**src/rtl/vout_cfg.svh**
```systemverilog
// Offsets, field positions, reset values and timing counts of the
// vertical output configuration bank.
// Assumes inclusion by bare name; definitions only.
`ifndef VOUT_CFG_SVH
`define VOUT_CFG_SVH
// Printed offsets are register indices; byte address is four times each
`define IDX_PATTERN_GROUP_COUNT 8'h90
`define IDX_SEQUENCE_COUNT      8'h91
`define IDX_DEEP_STANDBY_POL    8'he2
`define IDX_SWEEP_COUNTER_CTRL  8'he6
`define IDX_STARTUP_TEST_CONFIG 8'hea
`define IDX_OUTPUT_MUX_AND_TEST 8'heb
`define IDX_FRAME_TRIGGER_CTRL  8'hf1
`define IDX_STATUS              8'hf8
`define RST_PATTERN_GROUP_COUNT 5'h00
`define RST_SEQUENCE_COUNT      5'h00
`define RST_DEEP_STANDBY_POL    25'h000_0000
`define RST_SWEEP_COUNTER_CTRL  1'h0
`define RST_STARTUP_TEST_CONFIG 10'h000
`define RST_TEST_FIELD_A        12'h300
`define RST_MUX_BITS            4'h0
`define RST_FRAME_TRIGGER_CTRL  4'h0
`define REQ_STARTUP_TEST_CONFIG 10'h060
`define POS_FIRST_SUB_MUX       12
`define POS_SECOND_SUB_MUX      13
`define POS_TEST_BIT_B          14
`define POS_SHUTTER_PAIR_MUX    15
`define POS_TRIG_ENABLE         3
`define POS_SUBSTRATE_CLOCK     21
`define POS_SUBSTRATE_BIAS      22
`define POS_MECH_SHUTTER        23
`define POS_STROBE              24
`define SYNC_STAGES             2
`endif

```
**src/rtl/vout_pkg.sv**
```systemverilog
// Types of the vertical output configuration bank.
// Assumes vout_cfg.svh holds the numbers.
package vout_pkg;
	typedef enum logic [1:0] {
		STANDBY_NONE,
		STANDBY_ONE,
		STANDBY_TWO,
		STANDBY_THREE
	} standby_t;
	typedef struct packed {
		logic [12:0] verticalTransfer;
		logic [7:0]  sensorGate;
		logic        substrateClock;
		logic        substrateBias;
		logic        mechanicalShutter;
		logic        strobe;
	} vout_t;
	typedef struct packed {
		logic shutterZero;
		logic shutterOne;
		logic shutterTwo;
		logic firstSubstrate;
		logic secondSubstrate;
	} shut_t;
	typedef enum logic [1:0] {
		WR_IDLE,
		WR_RESP
	} wr_state_t;
endpackage

```
**src/rtl/sync_two_ff.sv**
```systemverilog
// Two flip-flop synchroniser for a vector of pin levels.
// Assumes the inputs are levels from outside the ref_clk domain.
`timescale 1ns/1ps
`default_nettype none
module sync_two_ff #(
	parameter int WIDTH = 1
) (
	// Clock and reset
	input  wire logic             ref_clk,
	input  wire logic             reset_n,
	// Levels
	input  wire logic [WIDTH-1:0] asyncIn,
	output var  logic [WIDTH-1:0] syncOut
);
	logic [WIDTH-1:0] meta_q;
	if (WIDTH < 1) begin : g_width_check
		$error("WIDTH must be at least one");
	end
	always_ff @(posedge ref_clk or negedge reset_n) begin
		if (!reset_n) begin
			meta_q  <= '0;
			syncOut <= '0;
		end else begin
			meta_q  <= asyncIn;
			syncOut <= meta_q;
		end
	end
endmodule // sync_two_ff
`default_nettype wire

```
**src/rtl/vertical_output_config_regs.sv**
```systemverilog
// Vertical and shutter output configuration bank behind AXI4-Lite.
// Assumes pin-level inputs are asynchronous; one clock ref_clk.
//
// Behaviour
// - Pattern group count, five bits, sync-applied
// - Sequence count, five bits, sync-applied
// - Deep standby drives outputs from polarity field
// - Bias, shutter, strobe polarities in any standby
// - Sweep control selects legacy or extended toggles
// - First substrate output optionally XOR shutter zero
// - Second substrate output optionally XOR shutter zero
// - Combined shutter is shutter zero XOR shutter one or two
// - Three bits pick trigger field count
// - Trigger output only while enable set
//
// Decided for this implementation: the AXI4-Lite slave port.
`timescale 1ns/1ps
`default_nettype none
`include "vout_cfg.svh"
module vertical_output_config_regs (
	// Clock and reset
	input  wire logic                 ref_clk,
	input  wire logic                 reset_n,
	// AXI4-Lite write address
	input  wire logic [11:0]          s_axi_awaddr,
	input  wire logic                 s_axi_awvalid,
	output var  logic                 s_axi_awready,
	// AXI4-Lite write data
	input  wire logic [31:0]          s_axi_wdata,
	input  wire logic [3:0]           s_axi_wstrb,
	input  wire logic                 s_axi_wvalid,
	output var  logic                 s_axi_wready,
	// AXI4-Lite write response
	output var  logic [1:0]           s_axi_bresp,
	output var  logic                 s_axi_bvalid,
	input  wire logic                 s_axi_bready,
	// AXI4-Lite read address
	input  wire logic [11:0]          s_axi_araddr,
	input  wire logic                 s_axi_arvalid,
	output var  logic                 s_axi_arready,
	// AXI4-Lite read data
	output var  logic [31:0]          s_axi_rdata,
	output var  logic [1:0]           s_axi_rresp,
	output var  logic                 s_axi_rvalid,
	input  wire logic                 s_axi_rready,
	// Timing core and pins
	input  wire logic                 verticalSync,
	input  wire logic                 outputEnableInput,
	input  wire vout_pkg::standby_t   standbyState,
	input  wire vout_pkg::vout_t      normalOutputs,
	input  wire vout_pkg::shut_t      shutterSignals,
	input  wire logic [2:0]           modeFieldCount,
	input  wire logic                 fieldTrigger,
	// Outputs to drivers and timing core
	output var  vout_pkg::vout_t      driverOutputs,
	output var  logic                 firstSubstrateOut,
	output var  logic                 secondSubstrateOut,
	output var  logic                 combinedShutterOut,
	output var  logic                 frameTriggerSignal,
	output var  logic [4:0]           patternGroupCount,
	output var  logic [4:0]           sequenceCount,
	output var  logic                 sweepCounterControl
);
	////////////////////////////////////////////////////////////////////////
	// Pin synchronisation
	logic [1:0] pinSync;
	logic       vsyncLevel;
	logic       vsyncPrev_q;
	logic       outEnSync;
	logic       vsyncStrobe;

	sync_two_ff #(.WIDTH(2)) u_pin_sync (
		.ref_clk (ref_clk),
		.reset_n (reset_n),
		.asyncIn ({verticalSync, outputEnableInput}),
		.syncOut (pinSync)
	);
	assign vsyncLevel = pinSync[1];
	assign outEnSync  = pinSync[0];

	// Falling edge of the sync pin marks the field boundary
	always_ff @(posedge ref_clk or negedge reset_n) begin
		if (!reset_n) begin
			vsyncPrev_q <= 1'b0;
		end else begin
			vsyncPrev_q <= vsyncLevel;
		end
	end
	assign vsyncStrobe = vsyncPrev_q & ~vsyncLevel;

	////////////////////////////////////////////////////////////////////////
	// Register storage
	logic [4:0]  patternStaged_q;
	logic [4:0]  sequenceStaged_q;
	logic [24:0] standbyPol_q;
	logic        sweepCtrl_q;
	logic [9:0]  startupTest_q;
	logic [15:0] muxTest_q;
	logic [3:0]  trigCtrl_q;
	logic        wrFire;
	logic [9:0]  wrIndex_q;
	logic [31:0] wData_q;
	logic        awHeld_q;
	logic        wHeld_q;
	vout_pkg::wr_state_t wrState_q;

	// Address and data are taken in either order and held until both exist
	assign s_axi_awready = ~awHeld_q & (wrState_q == vout_pkg::WR_IDLE);
	assign s_axi_wready  = ~wHeld_q & (wrState_q == vout_pkg::WR_IDLE);
	assign wrFire        = awHeld_q & wHeld_q;

	always_ff @(posedge ref_clk or negedge reset_n) begin
		if (!reset_n) begin
			awHeld_q  <= 1'b0;
			wHeld_q   <= 1'b0;
			wrIndex_q <= 10'h000;
			wData_q   <= 32'h0000_0000;
			wrState_q <= vout_pkg::WR_IDLE;
			s_axi_bvalid <= 1'b0;
		end else begin
			case (wrState_q)
				vout_pkg::WR_IDLE: begin
					if (s_axi_awvalid && s_axi_awready) begin
						awHeld_q  <= 1'b1;
						wrIndex_q <= s_axi_awaddr[11:2];
					end
					if (s_axi_wvalid && s_axi_wready) begin
						wHeld_q <= 1'b1;
						wData_q <= s_axi_wdata;
					end
					if (wrFire) begin
						awHeld_q     <= 1'b0;
						wHeld_q      <= 1'b0;
						s_axi_bvalid <= 1'b1;
						wrState_q    <= vout_pkg::WR_RESP;
					end
				end
				vout_pkg::WR_RESP: begin
					if (s_axi_bready) begin
						s_axi_bvalid <= 1'b0;
						wrState_q    <= vout_pkg::WR_IDLE;
					end
				end
				default: begin
					wrState_q <= vout_pkg::WR_IDLE;
				end
			endcase
		end
	end

	// Unmapped writes are accepted and dropped; all answers are OKAY
	assign s_axi_bresp = 2'b00;

	// Byte-lane merge; strobes that do not reach a field leave it alone
	function automatic logic [31:0] merge(input logic [31:0] old,
		input logic [31:0] nw, input logic [3:0] strb);
		logic [31:0] res;
		res = old;
		for (int i = 0; i < 4; i++) begin
			if (strb[i]) begin
				res[i*8 +: 8] = nw[i*8 +: 8];
			end
		end
		return res;
	endfunction

	logic [3:0]  wStrb_q;
	logic [31:0] mergeOld;
	logic [31:0] merged;

	always_ff @(posedge ref_clk or negedge reset_n) begin
		if (!reset_n) begin
			wStrb_q <= 4'h0;
		end else if (s_axi_wvalid && s_axi_wready) begin
			wStrb_q <= s_axi_wstrb;
		end
	end

	always_comb begin
		mergeOld = 32'h0000_0000;
		case (wrIndex_q)
			10'(`IDX_PATTERN_GROUP_COUNT): mergeOld = {27'h0, patternStaged_q};
			10'(`IDX_SEQUENCE_COUNT):      mergeOld = {27'h0, sequenceStaged_q};
			10'(`IDX_DEEP_STANDBY_POL):    mergeOld = {7'h0, standbyPol_q};
			10'(`IDX_SWEEP_COUNTER_CTRL):  mergeOld = {31'h0, sweepCtrl_q};
			10'(`IDX_STARTUP_TEST_CONFIG): mergeOld = {22'h0, startupTest_q};
			10'(`IDX_OUTPUT_MUX_AND_TEST): mergeOld = {16'h0, muxTest_q};
			10'(`IDX_FRAME_TRIGGER_CTRL):  mergeOld = {28'h0, trigCtrl_q};
			default:                       mergeOld = 32'h0000_0000;
		endcase
	end
	assign merged = merge(mergeOld, wData_q, wStrb_q);

	// Staged copies of sync-applied registers land at once; core waits
	always_ff @(posedge ref_clk or negedge reset_n) begin
		if (!reset_n) begin
			patternStaged_q  <= `RST_PATTERN_GROUP_COUNT;
			sequenceStaged_q <= `RST_SEQUENCE_COUNT;
		end else if (wrFire) begin
			if (wrIndex_q == 10'(`IDX_PATTERN_GROUP_COUNT)) begin
				patternStaged_q <= merged[4:0];
			end
			if (wrIndex_q == 10'(`IDX_SEQUENCE_COUNT)) begin
				sequenceStaged_q <= merged[4:0];
			end
		end
	end

	// Immediate registers apply on the completing write
	always_ff @(posedge ref_clk or negedge reset_n) begin
		if (!reset_n) begin
			standbyPol_q  <= `RST_DEEP_STANDBY_POL;
			sweepCtrl_q   <= `RST_SWEEP_COUNTER_CTRL;
			startupTest_q <= `RST_STARTUP_TEST_CONFIG;
			muxTest_q     <= {`RST_MUX_BITS, `RST_TEST_FIELD_A};
			trigCtrl_q    <= `RST_FRAME_TRIGGER_CTRL;
		end else if (wrFire) begin
			case (wrIndex_q)
				10'(`IDX_DEEP_STANDBY_POL):    standbyPol_q  <= merged[24:0];
				10'(`IDX_SWEEP_COUNTER_CTRL):  sweepCtrl_q   <= merged[0];
				// Stored as written; start-up value is the host's duty
				10'(`IDX_STARTUP_TEST_CONFIG): startupTest_q <= merged[9:0];
				10'(`IDX_OUTPUT_MUX_AND_TEST): muxTest_q     <= merged[15:0];
				10'(`IDX_FRAME_TRIGGER_CTRL):  trigCtrl_q    <= merged[3:0];
				default: ;
			endcase
		end
	end

	// Count registers switch over only on the field boundary
	vsync_shadow #(.WIDTH(5)) u_pattern_shadow (
		.ref_clk (ref_clk),
		.reset_n (reset_n),
		.staged  (patternStaged_q),
		.load    (vsyncStrobe),
		.active  (patternGroupCount)
	);
	vsync_shadow #(.WIDTH(5)) u_sequence_shadow (
		.ref_clk (ref_clk),
		.reset_n (reset_n),
		.staged  (sequenceStaged_q),
		.load    (vsyncStrobe),
		.active  (sequenceCount)
	);

	////////////////////////////////////////////////////////////////////////
	// Read channel: one cycle after the address is taken
	logic [31:0] rdMux;
	logic [4:0]  standbyStatus;
	assign standbyStatus = {outEnSync, vsyncLevel, 1'b0, standbyState};
	assign s_axi_arready = ~s_axi_rvalid;

	always_comb begin
		rdMux = 32'h0000_0000;
		case (s_axi_araddr[11:2])
			10'(`IDX_PATTERN_GROUP_COUNT): rdMux = {27'h0, patternStaged_q};
			10'(`IDX_SEQUENCE_COUNT):      rdMux = {27'h0, sequenceStaged_q};
			10'(`IDX_DEEP_STANDBY_POL):    rdMux = {7'h0, standbyPol_q};
			10'(`IDX_SWEEP_COUNTER_CTRL):  rdMux = {31'h0, sweepCtrl_q};
			10'(`IDX_STARTUP_TEST_CONFIG): rdMux = {22'h0, startupTest_q};
			10'(`IDX_OUTPUT_MUX_AND_TEST): rdMux = {16'h0, muxTest_q};
			10'(`IDX_FRAME_TRIGGER_CTRL):  rdMux = {28'h0, trigCtrl_q};
			10'(`IDX_STATUS): rdMux = {17'h0, sequenceCount, patternGroupCount,
				standbyStatus};
			default:                       rdMux = 32'h0000_0000;
		endcase
	end

	always_ff @(posedge ref_clk or negedge reset_n) begin
		if (!reset_n) begin
			s_axi_rvalid <= 1'b0;
			s_axi_rdata  <= 32'h0000_0000;
		end else if (s_axi_arvalid && s_axi_arready) begin
			s_axi_rvalid <= 1'b1;
			s_axi_rdata  <= rdMux;
		end else if (s_axi_rready) begin
			s_axi_rvalid <= 1'b0;
		end
	end
	assign s_axi_rresp = 2'b00;

	////////////////////////////////////////////////////////////////////////
	// Output path, registered
	vout_pkg::vout_t polOut;
	logic            anyStandby;
	assign anyStandby = (standbyState != vout_pkg::STANDBY_NONE);
	// Bias, shutter and strobe fields sit at the top, same order as struct
	always_comb begin
		polOut = normalOutputs;
		if (standbyState == vout_pkg::STANDBY_THREE) begin
			polOut.verticalTransfer = standbyPol_q[12:0];
			polOut.sensorGate       = standbyPol_q[20:13];
			polOut.substrateClock   = standbyPol_q[`POS_SUBSTRATE_CLOCK];
		end
		if (anyStandby || !outEnSync) begin
			polOut.substrateBias     = standbyPol_q[`POS_SUBSTRATE_BIAS];
			polOut.mechanicalShutter = standbyPol_q[`POS_MECH_SHUTTER];
			polOut.strobe            = standbyPol_q[`POS_STROBE];
		end
	end

	always_ff @(posedge ref_clk or negedge reset_n) begin
		if (!reset_n) begin
			driverOutputs       <= '0;
			sweepCounterControl <= 1'b0;
		end else begin
			driverOutputs       <= polOut;
			sweepCounterControl <= sweepCtrl_q;
		end
	end

	// Shutter mux outputs; inputs are same-clock core signals
	always_ff @(posedge ref_clk or negedge reset_n) begin
		if (!reset_n) begin
			firstSubstrateOut  <= 1'b0;
			secondSubstrateOut <= 1'b0;
			combinedShutterOut <= 1'b0;
		end else begin
			firstSubstrateOut  <= shutterSignals.firstSubstrate ^
				(muxTest_q[`POS_FIRST_SUB_MUX] & shutterSignals.shutterZero);
			secondSubstrateOut <= shutterSignals.secondSubstrate ^
				(muxTest_q[`POS_SECOND_SUB_MUX] & shutterSignals.shutterZero);
			combinedShutterOut <= shutterSignals.shutterZero ^
				(muxTest_q[`POS_SHUTTER_PAIR_MUX] ? shutterSignals.shutterTwo
					: shutterSignals.shutterOne);
		end
	end

	// Trigger pulse on the selected field, gated by the enable bit
	always_ff @(posedge ref_clk or negedge reset_n) begin
		if (!reset_n) begin
			frameTriggerSignal <= 1'b0;
		end else begin
			frameTriggerSignal <= trigCtrl_q[`POS_TRIG_ENABLE] & fieldTrigger &
				(modeFieldCount == trigCtrl_q[2:0]);
		end
	end
endmodule // vertical_output_config_regs
`default_nettype wire

```
**src/rtl/vsync_shadow.sv**
```systemverilog
// Holding register that takes a staged value only on a sync strobe.
// Assumes load is a one-cycle pulse on ref_clk.
`timescale 1ns/1ps
`default_nettype none
module vsync_shadow #(
	parameter int WIDTH = 5
) (
	// Clock and reset
	input  wire logic             ref_clk,
	input  wire logic             reset_n,
	// Staged value and strobe
	input  wire logic [WIDTH-1:0] staged,
	input  wire logic             load,
	output var  logic [WIDTH-1:0] active
);
	if (WIDTH < 1) begin : g_width_check
		$error("WIDTH must be at least one");
	end
	always_ff @(posedge ref_clk or negedge reset_n) begin
		if (!reset_n) begin
			active <= '0;
		end else if (load) begin
			active <= staged;
		end
	end
endmodule // vsync_shadow
`default_nettype wire

```
**config.mk**
```make
export PLATFORM = sky130hd
export DESIGN_NAME = vertical_output_config_regs
export DESIGN_NICKNAME = d
export VERILOG_FILES = /design/src/rtl/vout_pkg.sv /design/src/rtl/sync_two_ff.sv /design/src/rtl/vertical_output_config_regs.sv /design/src/rtl/vsync_shadow.sv
export VERILOG_INCLUDE_DIRS = /design/src /design/src/rtl
export SDC_FILE = /design/constraint.sdc
export NUM_CORES = 1
export LEC_CHECK = 0
export ABC_AREA = 1
export BUFFER_PORTS_ARGS = -buffer_cell sky130_fd_sc_hd__buf_2
export CORE_MARGIN = 3
export CORE_UTILIZATION = 25
export CTS_BUF_LIST = sky130_fd_sc_hd__clkbuf_8 sky130_fd_sc_hd__clkbuf_16
export DETAILED_ROUTE_END_ITERATION = 6
export GPL_TIMING_DRIVEN = 0
export MAX_ROUTING_LAYER = met4
export SETUP_SLACK_MARGIN = 0.1
export SYNTH_ARGS = -nofsm -noshare
export SYNTH_HDL_FRONTEND = slang
export SYNTH_SLANG_ARGS = --single-unit
export TNS_END_PERCENT = 50
```
**constraint.sdc**
```tcl
create_clock -name ref_clk -period 1.5 [get_ports ref_clk]
set_clock_uncertainty 0.05 [all_clocks]
set_input_delay 0.15 -clock ref_clk [delete_from_list [all_inputs] [get_ports ref_clk]]
set_output_delay 0.15 -clock ref_clk [all_outputs]
set_load 0.02 [all_outputs]
```
==> qor.yml <==
power:
  ir_drop_uv: 649.3
  netSwitchingPower_w: 0.005032
  clockPowerShare: 0.311
  power_w: 0.01481
  sequentialPowerShare: 0.404
  pwr-share-comb: 0.285
  intPower_w: 0.009781
  cellPowerDensity_nw_per_um2: 1232
  p_leak_nw: 5.836
  sw_frac_of_total: 0.3397
clock_network:
  clk_pin_slew_ns: 0.07
  htreeDepth: 4
  clkLatencyLatePin_ns: 0.44
  cts-root-buf: "clkbuf_16"
  cts_tree: "yes"
  cts_buffers: 17
  clock_sinks: 179
  clock_path_buffers: 2
sta:
  fmax_mhz: 555.2
  finalCritPeriodShare: 1.201
  setup_viol: 66
  slew_violations: 0
  tns_ns: -14.67
  grt_setup_unrepaired: "yes"
  hold_viol: 0
  slew_headroom: 0.5634
  fin_ws_ns: -0.3012
  tightest_slew_ns: 0.6548
  timing.final.crit_period_ns: 1.801
yosys:
  synth_commonest_cells: "282 x nand2_1, 177 x dfrtp_1, 83 x inv_1"
  synth_most_common_cell: "nand2_1"
  synthMuxAreaShare: 0.07086
  synth_seq_cells: 179
  ys_types: 35
  netlist.area_leader.share: 0.5372
  synth-seq-area-share: 0.5436
  synth_xor_area_frac: 0.004249
  synth_fa_ha_area_frac: 0
  synth.area.top_cells: "dfrtp_1 54%, nand2_1 13%, mux2_2 4.8%"
  synth.avg_cell_area_sq_um: 8.809
  yosysWarnings: 0
  synth_compound_gate_area_share: 0.08619
  synthFlopType: "dfrtp_1"
  synth_top_family_by_area: "simple AND/OR/NAND/NOR gates"
  synth_edf_count: 0
  yosysTopAreaCell: "dfrtp_1"
  netlist_instances: 936
  syn-cell-area_sq_um: 8245
  yosys.area_share.simple: 0.2226
  synthArstFlopShare: 1.000
worst_setup_path:
  critical_path.most_common_cell: "nand2_2"
  critPathCaptureType: "flop"
  path_class: "flop to flop"
  slowest_stage: "dfrtp_1"
  cp.required_ns: 1.83
  critical_path.top_delay_family: "simple AND/OR/NAND/NOR gates"
  cp_cell_sequence: "nand2_2, nor2_4, buf_6, buf_6, nand3_4, nand2_4, nor2_4, nand3_2, nand2_2, nand2_2, nand2_4, nand2_1, nand2_1"
  cpPeakStageDelay_ns: 0.41
  path_max_fanout: 6
  cp_num_buf_inv: 2
  cp_data_arrival_time_ns: 2.13
  cp-start-kind: "flop"
global_routing:
  grt_pass1_vias: 7492
  overflow: 0
  grt.total_usage: 0.1607
  antenna_found_initial: 3
  grt_max_degree: 109
  grt_pass1_wl_um: 43270
worst_hold_path:
  hold_path.class: "input pin to flop"
status:
  violations: "negative setup slack"
  status: "complete, but fails checks"
placement:
  port_buffers: 163
  pre_cts_ws_ns: -0.5487
  place_inst: 1545
  hpwl_um: 20310
  gp_congestion: 0.8750
floorplan:
  floorplan.rows: 65
  die_x_um: 187.6
  core_sq_um: 32040
  fp.dieArea_sq_um: 35200
  pin_count: 186
  die_height_um: 187.6
  start_util: 0.2573
routing:
  drt-total-wl_um: 27670
  wl_per_cell_um: 16.39
  detail-route-antenna-nets: 0
  vias_per_cell: 4.386
  drc: 0
  drt_pre_antenna_iters: 7
  vias: 7403
  drt_iter0_drc: 597
layout:
  fin_util: 0.3752
  syn2layout_area_growth_pct: 45.80
  nets: 1342
  final_cells: 1688
  layout-drive-gt1-share: 0.3416
job:
  cap_viol_max_count: 0
per-layer routing:
metal	wire length [um]	global-route usage	part of all wire	vias to the layer above
met5	0	-	0	-
met2	12990	0.2484	0.47	212
li1	-	-	-	3623
met1	12840	0.2192	0.46	3537
met3	1274	0.02113	0.046	31
met4	570	0.05253	0.021	0
logic make-up after synthesis:
logic type      count (synthesis)
compound gates                136
xor+xnor                        4
simple gates                  430
flops                         179
buf+inv                       136
mux                            50
other cells                     1
registers in the layout, indices dropped and copies added, names as in the netlist, 2 cells and up:
signal,flops
u_pin_sync.meta_q,2
wStrb_q,4
wData_q,25
driverOutputs,25
u_pin_sync.syncOut,2
s_axi_rdata,25
trigCtrl_q,4
sequenceStaged_q,5
u_sequence_shadow.active,5
startupTest_q,10
standbyPol_q,25
wrIndex_q,10
u_pattern_shadow.active,5
patternStaged_q,5
muxTest_q,16
power by group through the flow:
stage / Combinational [W] / Clock, W / Sequential (W)
floorplan: 0.00200 / 0 / 0.00597
global placement: 0.00297 / 0 / 0.00598
detailed placement: 0.00303 / 0 / 0.00602
CTS: 0.00372 / 0.00471 / 0.00595
global route: 0.00457 / 0.00488 / 0.00608
finish: 0.00422 / 0.00460 / 0.00599
repair_timing:
| action | 4_1_cts | 5_1_grt |
|---|---|---|
| buffers inserted | 18 | 9 |
| gates resized for setup | 102 | 87 |
| hold endpoints to repair | 177 | 0 |
| pin swaps | 27 | 28 |
| setup endpoints to repair | 103 | 186 |
| gates cloned | 1 | 0 |
| hold buffers | 80 | 0 |
area by class of cell:
type / instances / area [sq um]
diodes: 3 / 7.507
plain buffers: 42 / 327.8
clock buffers: 18 / 439.2
clock inverters: 14 / 165.2
fillers: 3249 / 20020
inverters: 94 / 374.1
multi-input cells: 631 / 3742
flip-flops and latches: 179 / 4487
well taps: 435 / 544.3
repair buffers: 272 / 1934
worst min-delay path, stage by stage:
cell and delay (ns):
buf_2 0.09, nand2_1 0.09, mux2_2 0.17
per-stage QoR:
step                      area (sq um)  hold slack (ns)
after floorplan                   8337          -0.1956
after global placement            9697           0.2174
after detailed placement          9734           0.2199
after CTS                        11670          0.01028
after global routing             12020          0.05859
final                            12020          0.04791
cell usage in the layout, fill, tap and decap left out, types with 3 or more instances in the layout:
cell           instances
dfrtp_2                4
nor2_4                15
nand4_1               13
inv_1                 81
nor3_1                 3
nor2_2                10
o21ai_2                4
nand2_1              251
mux2i_1                4
mux2i_2                3
clkbuf_1               4
dlygate4sd3_1         80
buf_4                 35
conb_1                11
clkbuf_16             17
nand3_1               24
o21ai_1               41
nor2_1                45
nand3_4                9
o21ai_0               41
nand3_2               16
a21oi_1               27
buf_2                164
mux2_2                13
o22ai_1               18
clkinv_4               5
nand2_2               29
nand2_4               10
buf_12                 7
mux2_4                30
inv_8                  7
diode_2                3
clkbuf_2               9
inv_2                  8
dfrtp_1              173
buf_6                 13
path summary, 6_finish.rpt:
check / startpoint / to / slack [ns] / cells past startpoint
worst max-delay path: wrIndex_q[7] / patternStaged_q[3] / -0.30 / 13
worst min-delay path: s_axi_awvalid / wrIndex_q[7] / 0.05 / 3
worst max register to register: wrIndex_q[7] / patternStaged_q[3] / -0.30 / 13
worst min register to register: u_pin_sync.meta_q[1] / u_pin_sync.syncOut[1] / 0.30 / 0
max in group asynchronous: reset_n / vsyncPrev_q / 0.36 / 3
min in group asynchronous: reset_n / driverOutputs[0] / 0.24 / 2
No activity file was read; power rests on OpenSTA's default activity.
